<file path="config.mk">
export PLATFORM = sky130hd
export DESIGN_NAME = osc_core
export DESIGN_NICKNAME = d
export VERILOG_FILES = /design/src/design/osc_pkg.sv /design/src/design/osc_sync.sv /design/src/design/osc_core.sv
export SDC_FILE = /design/constraint.sdc
export NUM_CORES = 1
export LEC_CHECK = 0
export ABC_AREA = 1
export BUFFER_PORTS_ARGS = -buffer_cell sky130_fd_sc_hd__buf_2
export CAP_MARGIN = 15
export CORE_AREA = 2 2 132 134
export DETAILED_ROUTE_END_ITERATION = 10
export DIE_AREA = 0 0 134 136
export GPL_TIMING_DRIVEN = 0
export PLACE_DENSITY = 0.67
export SLEW_MARGIN = 25
export SYNTH_ARGS = -nofsm -noshare
export SYNTH_HDL_FRONTEND = slang
export SYNTH_SLANG_ARGS = --single-unit
</file>
<file path="constraint.sdc">
create_clock -name i_mclk -period 1.8 [get_ports i_mclk]
set_clock_uncertainty 0.1 [all_clocks]
set_input_delay 0.45 -clock i_mclk [delete_from_list [all_inputs] [get_ports i_mclk]]
set_output_delay 0.45 -clock i_mclk [all_outputs]
set_load 0.02 [all_outputs]
</file>
<file path="src/design/osc_pkg.sv">
// What this block does
// - Frames are sixteen bits per device
// - Daisy chain: shift through, mixed 8-bit devices
// - Serial access works only with digital supply
// - Each input pin drives one channel after reset
// - Programmed mapping lets pins drive any channels
// - Limp-home routes pins to channels 2, 3
// - Idle low: pins switch limp channels in limp-home or without supply
// - Overload latches channel off until reactivation
// - Limp-home overload retries after restart time
// - Over-temperature switches channel off, latched
// - Serial command enables open-load test current
// - Output status monitor and pin levels reported
// - Faults stay latched, readable over serial
// - Chip select low active; output floats otherwise
// - Low-power pin high selects idle mode
// - Default: pin 0 to ch 2, pin 1 to ch 3
package osc_pkg;
  // ----------------------------------------------------------
  // Sizes
  // ----------------------------------------------------------
  localparam int NCH = 8;
  localparam int FRAME_BITS = 16;
  localparam int CNT_W = 5;
  localparam int RETRY_W = 20;
  // ----------------------------------------------------------
  // Timing
  // ----------------------------------------------------------
  localparam int MCLK_FREQ_MHZ = 125;
  localparam int SCLK_MAX_KHZ = 5000;
  localparam int LH_RETRY_TIME_US = 1000;
  localparam int LH_RETRY_CYC = LH_RETRY_TIME_US * MCLK_FREQ_MHZ;
  // ----------------------------------------------------------
  // Reset values and limp-home channels
  // ----------------------------------------------------------
  localparam int LH_CH_IN0 = 2;
  localparam int LH_CH_IN1 = 3;
  localparam logic [7:0] MAP0_RST = 8'h04;
  localparam logic [7:0] MAP1_RST = 8'h08;
  localparam logic [7:0] LIMP_MASK = 8'h0c;
  // ----------------------------------------------------------
  // Frame fields
  // ----------------------------------------------------------
  localparam int CMD_LO = 14;
  localparam int SUB_LO = 8;
  localparam int MAP_SEL_BIT = 8;
  // ----------------------------------------------------------
  // Synchroniser bit positions
  // ----------------------------------------------------------
  localparam int SY_SCLK = 0;
  localparam int SY_CSN = 1;
  localparam int SY_SI = 2;
  localparam int SY_VDD = 3;
  localparam int SY_IDLE = 4;
  localparam int SY_IN0 = 5;
  localparam int SY_IN1 = 6;
  localparam int SY_LIMP = 7;
  localparam int SY_OVL = 8;
  localparam int SY_OT = 16;
  localparam int SY_OSM = 24;
  localparam int SYNC_W = 32;
  // ----------------------------------------------------------
  // Commands
  // ----------------------------------------------------------
  typedef enum logic [1:0] {
    OSC_CMD_READ = 2'b00,
    OSC_CMD_OUT = 2'b01,
    OSC_CMD_MAP = 2'b10,
    OSC_CMD_SPEC = 2'b11
  } osc_cmd_e;
  typedef enum logic [1:0] {
    OSC_SUB_REACT = 2'b00,
    OSC_SUB_OLSRC = 2'b01,
    OSC_SUB_CLRDIAG = 2'b10,
    OSC_SUB_RSVD = 2'b11
  } osc_sub_e;
  typedef enum logic [1:0] {
    OSC_RD_DIAG = 2'b00,
    OSC_RD_OSM = 2'b01,
    OSC_RD_LATCH = 2'b10,
    OSC_RD_OUT = 2'b11
  } osc_rd_e;
endpackage

</file>
<file path="src/design/osc_sync.sv">
`timescale 1ns/1ps
// Two-flop synchroniser bank for all asynchronous pins
module osc_sync #(
  parameter int W = 8
) (
  // Clock and reset
  input wire logic i_mclk,
  input wire logic i_rst,
  // Data
  input wire logic [W-1:0] i_async,
  output logic [W-1:0] o_sync
);
  typedef struct packed {
    logic [W-1:0] s1;
    logic [W-1:0] s2;
  } osc_sync_s;

  osc_sync_s r;
  osc_sync_s r_nxt;

  // First stage feeds only the second
  always_comb
  begin
    r_nxt.s1 = i_async;
    r_nxt.s2 = r.s1;
  end

  // Pins float low at reset, matching pull-downs
  always_ff @(posedge i_mclk)
  begin
    if (i_rst)
      r <= '0;
    else
      r <= r_nxt;
  end

  assign o_sync = r.s2;
endmodule // osc_sync

</file>
<file path="src/design/osc_core.sv">
`timescale 1ns/1ps
// Eight-channel switch control: serial port, mapping, protection
module osc_core #(
  parameter int P_RETRY_CYC = osc_pkg::LH_RETRY_CYC
) (
  // Clock and reset
  input wire logic i_mclk,
  input wire logic i_rst,
  // Serial port pins
  input wire logic i_sclk,
  input wire logic i_csn,
  input wire logic i_si,
  output logic o_so,
  output logic o_so_oe,
  // Supply and mode pins
  input wire logic i_vdd_ok,
  input wire logic i_idle,
  input wire logic i_limp_home,
  // Parallel inputs
  input wire logic i_parallel_input_0,
  input wire logic i_parallel_input_1,
  // Per-channel sensing
  input wire logic [7:0] i_overload,
  input wire logic [7:0] i_overtemp,
  input wire logic [7:0] i_out_level,
  // Channel drive and status
  output logic [7:0] o_chan_on,
  output logic [7:0] o_ol_src_en,
  output logic [7:0] o_fault_latched,
  output logic o_idle_mode
);
  localparam int RW = osc_pkg::RETRY_W;
  localparam logic [RW-1:0] RETRY_LAST = RW'(P_RETRY_CYC - 1);
  localparam logic [4:0] FRAME_CNT = 5'(osc_pkg::FRAME_BITS);

  typedef struct packed {
    logic sclk_d;
    logic csn_d;
    logic [15:0] sh;
    logic [4:0] bits;
    logic so;
    logic so_oe;
    logic [1:0] rd_sel;
    logic [7:0] out_ctl;
    logic [7:0] map0;
    logic [7:0] map1;
    logic [7:0] ol_en;
    logic [7:0] ovl_lat;
    logic [7:0] ot_lat;
    logic [7:0] diag;
    logic [7:0][RW-1:0] retry;
    logic [7:0] chan_on;
    logic idle;
  } osc_core_s;

  osc_core_s r;
  osc_core_s r_nxt;
  logic [osc_pkg::SYNC_W-1:0] sy;
  logic sclk_s, csn_s, si_s, vdd_s, idle_s, in0_s, in1_s, limp_s;
  logic [7:0] ovl_s, ot_s, osm_s;
  logic exec;
  logic [1:0] cmd;
  logic [1:0] sub;
  logic [7:0] rsp_data;

  // ----------------------------------------------------------
  // Pin synchronisation
  // ----------------------------------------------------------
  osc_sync #(
    .W(osc_pkg::SYNC_W)
  ) u_sync (
    .i_mclk(i_mclk),
    .i_rst(i_rst),
    .i_async({i_out_level, i_overtemp, i_overload, i_limp_home,
      i_parallel_input_1, i_parallel_input_0, i_idle, i_vdd_ok,
      i_si, i_csn, i_sclk}),
    .o_sync(sy)
  );

  // Unpack synchronised pins
  assign sclk_s = sy[osc_pkg::SY_SCLK];
  assign csn_s = sy[osc_pkg::SY_CSN];
  assign si_s = sy[osc_pkg::SY_SI];
  assign vdd_s = sy[osc_pkg::SY_VDD];
  assign idle_s = sy[osc_pkg::SY_IDLE];
  assign in0_s = sy[osc_pkg::SY_IN0];
  assign in1_s = sy[osc_pkg::SY_IN1];
  assign limp_s = sy[osc_pkg::SY_LIMP];
  assign ovl_s = sy[osc_pkg::SY_OVL +: 8];
  assign ot_s = sy[osc_pkg::SY_OT +: 8];
  assign osm_s = sy[osc_pkg::SY_OSM +: 8];

  // ----------------------------------------------------------
  // Frame decode
  // ----------------------------------------------------------
  // Last sixteen bits in the chain belong to us
  assign exec = csn_s && !r.csn_d && vdd_s && (r.bits == FRAME_CNT);
  assign cmd = r.sh[osc_pkg::CMD_LO +: 2];
  assign sub = r.sh[osc_pkg::SUB_LO +: 2];

  // Reply payload chosen by the previous read command
  always_comb
  begin
    unique case (osc_pkg::osc_rd_e'(r.rd_sel))
      osc_pkg::OSC_RD_DIAG: rsp_data = r.diag;
      osc_pkg::OSC_RD_OSM: rsp_data = osm_s;
      osc_pkg::OSC_RD_LATCH: rsp_data = r.ovl_lat | r.ot_lat;
      osc_pkg::OSC_RD_OUT: rsp_data = r.out_ctl;
    endcase
  end

  // ----------------------------------------------------------
  // Next state
  // ----------------------------------------------------------
  always_comb
  begin
    logic lh_in;
    logic map_in;
    logic req;
    logic [7:0] react;
    logic [7:0] clr;
    lh_in = 1'b0;
    map_in = 1'b0;
    req = 1'b0;
    react = '0;
    clr = '0;
    r_nxt = r;
    r_nxt.sclk_d = sclk_s;
    r_nxt.csn_d = csn_s;
    r_nxt.idle = idle_s;
    // Output floats whenever chip select is high
    r_nxt.so_oe = !csn_s && vdd_s;
    // Serial shift; bits beyond sixteen pass downstream
    if (!csn_s && r.csn_d)
    begin
      r_nxt.sh = {r.rd_sel, 4'h0, in1_s, in0_s, rsp_data};
      r_nxt.bits = '0;
      r_nxt.so = r.rd_sel[1];
    end
    else if (!csn_s && sclk_s && !r.sclk_d)
    begin
      r_nxt.sh = {r.sh[14:0], si_s};
      if (r.bits != FRAME_CNT)
        r_nxt.bits = r.bits + 5'h01;
    end
    else if (!csn_s && !sclk_s && r.sclk_d)
      r_nxt.so = r.sh[15];
    // Commands take effect on chip select release
    if (exec)
    begin
      unique case (osc_pkg::osc_cmd_e'(cmd))
        osc_pkg::OSC_CMD_READ: r_nxt.rd_sel = r.sh[1:0];
        osc_pkg::OSC_CMD_OUT: r_nxt.out_ctl = r.sh[7:0];
        osc_pkg::OSC_CMD_MAP:
        begin
          if (r.sh[osc_pkg::MAP_SEL_BIT])
            r_nxt.map1 = r.sh[7:0];
          else
            r_nxt.map0 = r.sh[7:0];
        end
        osc_pkg::OSC_CMD_SPEC:
        begin
          unique case (osc_pkg::osc_sub_e'(sub))
            osc_pkg::OSC_SUB_REACT: react = r.sh[7:0];
            osc_pkg::OSC_SUB_OLSRC: r_nxt.ol_en = r.sh[7:0];
            osc_pkg::OSC_SUB_CLRDIAG: clr = r.sh[7:0];
            osc_pkg::OSC_SUB_RSVD: r_nxt.ol_en = r.ol_en;
          endcase
        end
      endcase
    end
    // Without supply the configuration falls back to defaults
    if (!vdd_s)
    begin
      r_nxt.out_ctl = '0;
      r_nxt.map0 = osc_pkg::MAP0_RST;
      r_nxt.map1 = osc_pkg::MAP1_RST;
      r_nxt.ol_en = '0;
      r_nxt.rd_sel = '0;
    end
    // Per-channel protection and drive
    for (int ch = 0; ch < osc_pkg::NCH; ch++)
    begin
      lh_in = (ch == osc_pkg::LH_CH_IN0 && in0_s) ||
        (ch == osc_pkg::LH_CH_IN1 && in1_s);
      map_in = (r.map0[ch] && in0_s) || (r.map1[ch] && in1_s);
      // Set needs the channel on, so a fault in the clearing cycle latches again one cycle after the channel turns back on
      r_nxt.ovl_lat[ch] = (r.ovl_lat[ch] && !react[ch]) ||
        (r.chan_on[ch] && ovl_s[ch]);
      r_nxt.ot_lat[ch] = (r.ot_lat[ch] && !react[ch]) ||
        (r.chan_on[ch] && ot_s[ch]);
      r_nxt.diag[ch] = (r.diag[ch] && !clr[ch]) ||
        (r.chan_on[ch] && (ovl_s[ch] || ot_s[ch]));
      // Limp-home auto restart for overload only
      if (limp_s && lh_in && r.ovl_lat[ch] && !ovl_s[ch])
      begin
        if (r.retry[ch] == RETRY_LAST)
        begin
          r_nxt.ovl_lat[ch] = 1'b0;
          r_nxt.retry[ch] = '0;
        end
        else
          r_nxt.retry[ch] = r.retry[ch] + RW'(1);
      end
      else
        r_nxt.retry[ch] = '0;
      // Idle overrides, limp bypasses mapping, else map or serial
      if (idle_s)
        req = 1'b0;
      else if (limp_s)
        req = lh_in;
      else
        req = map_in || (vdd_s && r.out_ctl[ch]);
      r_nxt.chan_on[ch] = req && !r_nxt.ovl_lat[ch] && !r_nxt.ot_lat[ch];
    end
  end

  // ----------------------------------------------------------
  // State register
  // ----------------------------------------------------------
  always_ff @(posedge i_mclk)
  begin
    if (i_rst)
    begin
      r <= '0;
      // Sync flops clear low, so chip select history starts low too
      r.map0 <= osc_pkg::MAP0_RST;
      r.map1 <= osc_pkg::MAP1_RST;
    end
    else
      r <= r_nxt;
  end

  // Outputs from flops; only the test current enable is gated
  assign o_so = r.so;
  assign o_so_oe = r.so_oe;
  assign o_chan_on = r.chan_on;
  // Test current only meaningful while the switch is off
  assign o_ol_src_en = r.ol_en & ~r.chan_on;
  assign o_fault_latched = r.diag;
  assign o_idle_mode = r.idle;
endmodule // osc_core

</file>
After elaboration in Yosys (flattened, before gate mapping)
Index checks and enable logic that the tools add are counted.

word-level totals
  input bits = 34
  memory bits (read-only) = 0
  memories kept = 0
  word-level logic and storage cells = 281
  RAM bits = 0
  latch bits = 0
  bits in registers = 196

cells by class
  equal/unequal tests = 13
  multiplexer cells = 32
  add/subtract/negate cells = 3
  shift-type cells = 0
  $mul = 0
  order comparisons = 0
  bitwise gates (word level) = 7
  reduce and logical (&&, ||, !) cells = 205
  div/mod/pow operators = 0

operators by type and width
  cell                   number
  $logic_and 1x1->1      103
  $logic_or 1x1->1       48
  $mux 8                 6
  $add 20x1->20 const B  2
  $eq 20x17->1 const B   2
  $logic_not 1->1        38
  $pmux 8 s4             1
  $mux 1                 22
  $mux 22                1
  $mux 21                1
  $eq 2x2->1 const B     5
  $reduce_and 3->1       3
  $and 8x8->8            1
  $not 8->8              1
  $or 8x8->8             1
  $reduce_and 2->1       4
  $eq 2x1->1 const B     3
  $logic_not 2->1        3
  $reduce_or 3->1        2
  $add 5x1->5 const B    1
  $eq 5x5->1 const B     1
  $mux 5                 1
  $ne 5x5->1 const B     1
  $not 1->1              4
  other kinds (3)        5

Logic depth before layout (Yosys ltp)
  depth in word-level cells = 13
  gate-level depth with buffers = 12

Cells and area by module
From an unflattened synthesis, not the netlist that was laid out.

unflattened totals
  cells, all modules = 1185
  area total of the unflattened synthesis = 8488.1 um2

by module, submodules not included
  module    area an instance (um2)  instances  cells each  sequential area each (um2)
  osc_core  6407.4                  1          954         2642.5
  osc_sync  2080.7                  1          231         1281.2

Worst setup path after synthesis
Ideal clock, no wire load.

  path kind = register to register
  start point = register r[229] (netlist name)
  end point = register r[211] (netlist name)
  arrival time = 1.333 ns
  data required time = 1.576 ns
  period minus slack after synthesis = 1.556 ns
  cell stages (with the launch flop) = 11
  slack = 0.244 ns
  setup time = 0.124 ns
  cells stage by stage = dfxtp_1 inv_1 ha_1 nand2_1 inv_1 nand2_1 nor2_1 buf_2 nand2_2 a21oi_1 o21ai_0

between the ends
  longest elaborated chain between the ends = 3

ends and longest elaborated chain
  what                        line             source
  from (decl)                 osc_core.sv:56   osc_core_s r;
  from (signal assigned)      osc_core.sv:231  r <= r_nxt;
  $eq 5x5->1                  osc_core.sv:97   assign exec = csn_s && !r.csn_d && vdd_s && (r.bits == FRAME_CNT);
  $logic_and 1x1->1           osc_core.sv:97
  $reduce_and 3->1 (no line)  n/a

Every way passes these cells.
A chain may end at the register's enable or synchronous reset.

Worst setup path in the final report
  start point = register r[229] (netlist name)
  end point = register r[222] (netlist name)

between the ends
  longest elaborated chain between the ends = 3

ends and longest elaborated chain
  what                        line
  $eq 5x5->1                  osc_core.sv:97
  $logic_and 1x1->1           osc_core.sv:97
  $reduce_and 2->1 (no line)  n/a

Every way passes these cells.

==> implementation parameters <==
Parameter                              Value

STA
  Worst setup slack after layout ... approximately 0.016 ns
  Post-layout min period ... roughly 1.8 ns
  Transition time of the tightest slew-check pin ... roughly 0.76 ns
  Peak clock frequency supported by timing ... 560 MHz
  RSZ-0062 raised after global routing ... true
  Post-route fraction of the period consumed by the critical path ... roughly 99%
  Final-report hold violation count ... 0
  Number of failing setup endpoints in the final timing report ... 0
  Number of max-slew violations in the final report ... 0
  Worst slack on hold paths ... approximately 0.10 ns
  Slew margin rel. ... between 40% and 50%

Detailed routing
  Number of antenna-violating nets in the routed design ... 0
  Post-detailed-route via-to-cell ratio ... 5.02
  DRC violation total after the first TritonRoute iteration ... 570
  Per-cell routed wire length ... approximately 14 um
  Final wirelength ... about 21 mm
  Vias ... roughly 7,500
  First-pass DRT Iterations ... 5
  Residual DRC ... 0

Synthesis
  Synthesized net count ... 1,210
  YS warnings ... 0
  Synth cell types ... 28
  Mean instance size in the synthesized netlist ... ~7 um2
  Netlist Area Pre-Place ... just over 0.008 mm2
  Total of flip-flops plus latches after synthesis ... between 150 and 200
  Sequential area share after synthesis ... 47.7%
  Syn Inst Count ... approximately 1,200

Setup path
  Critical path fanouts, max ... 8
  R2R Setup Slk ... about 0.016 ns
  Capture instance of the worst register-to-register path ... r[222]$_SDFFE_PP0P_
  WP depth ... 11
  CP Class ... register to register
  CP top delay family ... simple AND/OR/NAND/NOR gates
  Worst r2r src ... r[229]$_SDFFE_PP0P_
  Worst reg2reg path depth ... 11
  Critical Path Most Common Cell ... sky130_fd_sc_hd__nand2_1
  Critical Path, Cell by Cell ... inv_2 > ha_1 > nand2_1 > inv_1 > nand2_2 > nor2_4 > buf_8 > buf_12 > nand3_2 > nand2_1 > a21oi_1
  Cell with the largest stage delay on the worst path ... sky130_fd_sc_hd__dfxtp_2
  Critical path buffer and inverter count ... 4
  Critical path arrival ... between 1.5 and 2 ns
  Critical path's largest stage delay ... between 0.3 and 0.4 ns
  Required time of the worst setup path ... around 2 ns
  CP endpoint ... r[222]$_SDFFE_PP0P_
  Nature of the critical path startpoint ... register
  CP endpoint kind ... register
  Startpoint of the worst setup timing path ... r[229]$_SDFFE_PP0P_

Place
  GPL Wtd Cong ... 0.907
  Estimated wirelength of the detail-placed design ... between 10 and 15 mm
  Placement Setup Slack ... -0.500 ns
  Port Buf Inserts ... 60

Clock tree
  Clock-pin slew on the worst setup and hold paths ... 0.07 ns
  Root buffer cell ... sky130_fd_sc_hd__clkbuf_16
  TritonCTS buffer count ... 17
  Clock tree from TritonCTS ... built
  Sink Count ... a little under 200
  Clock Tree Buf Depth ... 2
  Clk_lat worst skew ... approximately 0.44 ns
  Level count of the clock H-tree ... 4

Final layout
  Layout overhead on the synthesized area ... 18.2%
  Post-layout nets ... ~1,300
  Total inserted antenna cells ... 0
  Commonest non-fill, non-tap cell in the layout ... sky130_fd_sc_hd__nand2_1
  Commonest cells after routing, fill and taps aside ... sky130_fd_sc_hd__nand2_1, sky130_fd_sc_hd__nor2_1, sky130_fd_sc_hd__dfxtp_1, sky130_fd_sc_hd__inv_1, sky130_fd_sc_hd__a21oi_1
  Ratio of cells with drive above 1 in the final layout ... 13.2%

Status
  Outcome ... completed

Die
  Die Span X ... ~130 um
  Placeable core region ... between 0.015 and 0.02 mm2
  Die outline area ... 0.0182 mm2
  Initial cell density of the core ... roughly half
  Count of standard-cell rows ... 48
  DIE HEIGHT ... 136 um
  I/O pin total ... 61

Pwr
  LEAKAGE ... approximately 3.8 nW
  Pwr Density ... between 900 and 1000 mW/mm2
  IR Drop Worst-Case VDD ... ~700 uV

Global route
  Number of antenna violations at the first check in global routing ... 0
  Maximum number of pins on one net before global-route repair ... 18
  Global-route wire length before repair ... 33.5 mm
  Sum of overflow across all layers after global routing ... 0
  Vias in the first global route ... slightly below 7,000
  Total track usage ... between 20% and 30%

Flow run
  Number of maximum-capacitance constraint violations ... 0

Hold path
  Hold Path Class ... primary input to register
[tightest hold or removal path: stages]
cell and delay, ns:
sky130_fd_sc_hd__buf_2 0.07, sky130_fd_sc_hd__inv_1 0.03, sky130_fd_sc_hd__nor2_1 0.06
[how the worst min path moves through the flow]
stage	from	end	slack [ns]	cells past startpoint
after CTS	i_overload[1]	u_sync.r[41]$_SDFF_PP0_	0.09	3
after detailed placement	u_sync.r[49]$_SDFF_PP0_	u_sync.o_sync[17]$_SDFF_PP0_	0.29	2
after global placement	u_sync.r[48]$_SDFF_PP0_	u_sync.o_sync[16]$_SDFF_PP0_	0.29	2
final	i_overload[1]	u_sync.r[41]$_SDFF_PP0_	0.10	3
after floorplan	u_sync.r[32]$_SDFF_PP0_	u_sync.o_sync[0]$_SDFF_PP0_	0.29	2
after global routing	i_overtemp[6]	u_sync.r[54]$_SDFF_PP0_	0.1	3
[logic make-up (layout without fill, tap and decap cells)]
group | count (synthesis) | after routing | synth area share (%)
simple gates | 622 | 623 | 31.4
buf+inv | 204 | 305 | 10.3
flops | 196 | 196 | 47.7
compound gates | 125 | 125 | 7.75
xor+xnor | 21 | 21 | 2.23
fa+ha+maj | 4 | 4 | 0.608
[flip-flops by register name (all words and copies together) (netlist names)]
signal	flops
r	111
o_chan_on	8
o_fault_latched	8
cmd	2
o_so_oe	1
o_idle_mode	1
u_sync.r	32
o_so	1
u_sync.o_sync	32
[area by class of cell]
class	instances	area [um2]
tap	225	282
inverter	154	579
multi-input combinational	773	3580
clock buffer	19	443
clock inverter	13	216
buffer	50	302
sequential	196	3930
fill	1668	7140
timing repair buffer	69	400
[cell usage after synthesis, drive strengths merged]
library cell  number  share of area (%)
a31oi              2               0.15
nand2            287                 13
nor2             212                9.7
xor2              12                1.3
nor3              23                1.5
dfxtp            196                 48
inv              153                7.0
o211ai             3               0.27
a21oi             92                5.6
nand4             38                2.9
nand3b             9               0.82
a211oi             1              0.091
clkbuf            22                1.0
buf               28                2.3
clkinv             1              0.046
o21ai             27                1.6
nand3             49                3.0
nor3b              1              0.091
xnor2              9               0.96
ha                 4               0.61
or2                2               0.15
nor4               1              0.076
[what timing repair did]
| action | in CTS | in global routing |
|---|---|---|
| pin swaps | 0 | 3 |
| gates cloned | 0 | 1 |
| hold buffers | 0 | 0 |
| resized for setup | 20 | 38 |
| buffers inserted | 0 | 9 |
| endpoints found under the setup margin | 51 | 80 |
[per-stage QoR]
step	cells	instance area, um2	total power [mW]	util (%)	TNS, ns
final	1499	9730	8.94	57.7	0
after global placement	1457	8810	4.78	52.2	-11.10
after CTS	1489	9540	9.00	56.5	0
after detailed placement	1457	8810	4.78	52.2	-12.65
after floorplan	1172	8230	4.67	-	0
after global routing	1499	9730	9.24	57.7	-0.224
[per-layer routing]
metal | global-route usage [%] | part of all wire, %
met5 | 0 | 0
met2 | 36.8 | 45
met4 | 11.3 | 3.0
met1 | 31.2 | 45
met3 | 5.48 | 7.0
[power breakdown]
group          internal (mW)  total (mW)  switching, mW
registers               4.41        4.44         0.0300
logic                 0.0834       0.252          0.168
clock network           2.53        4.25           1.72
total                   7.03        8.94           1.91
(Power assumes the default switching activity.)
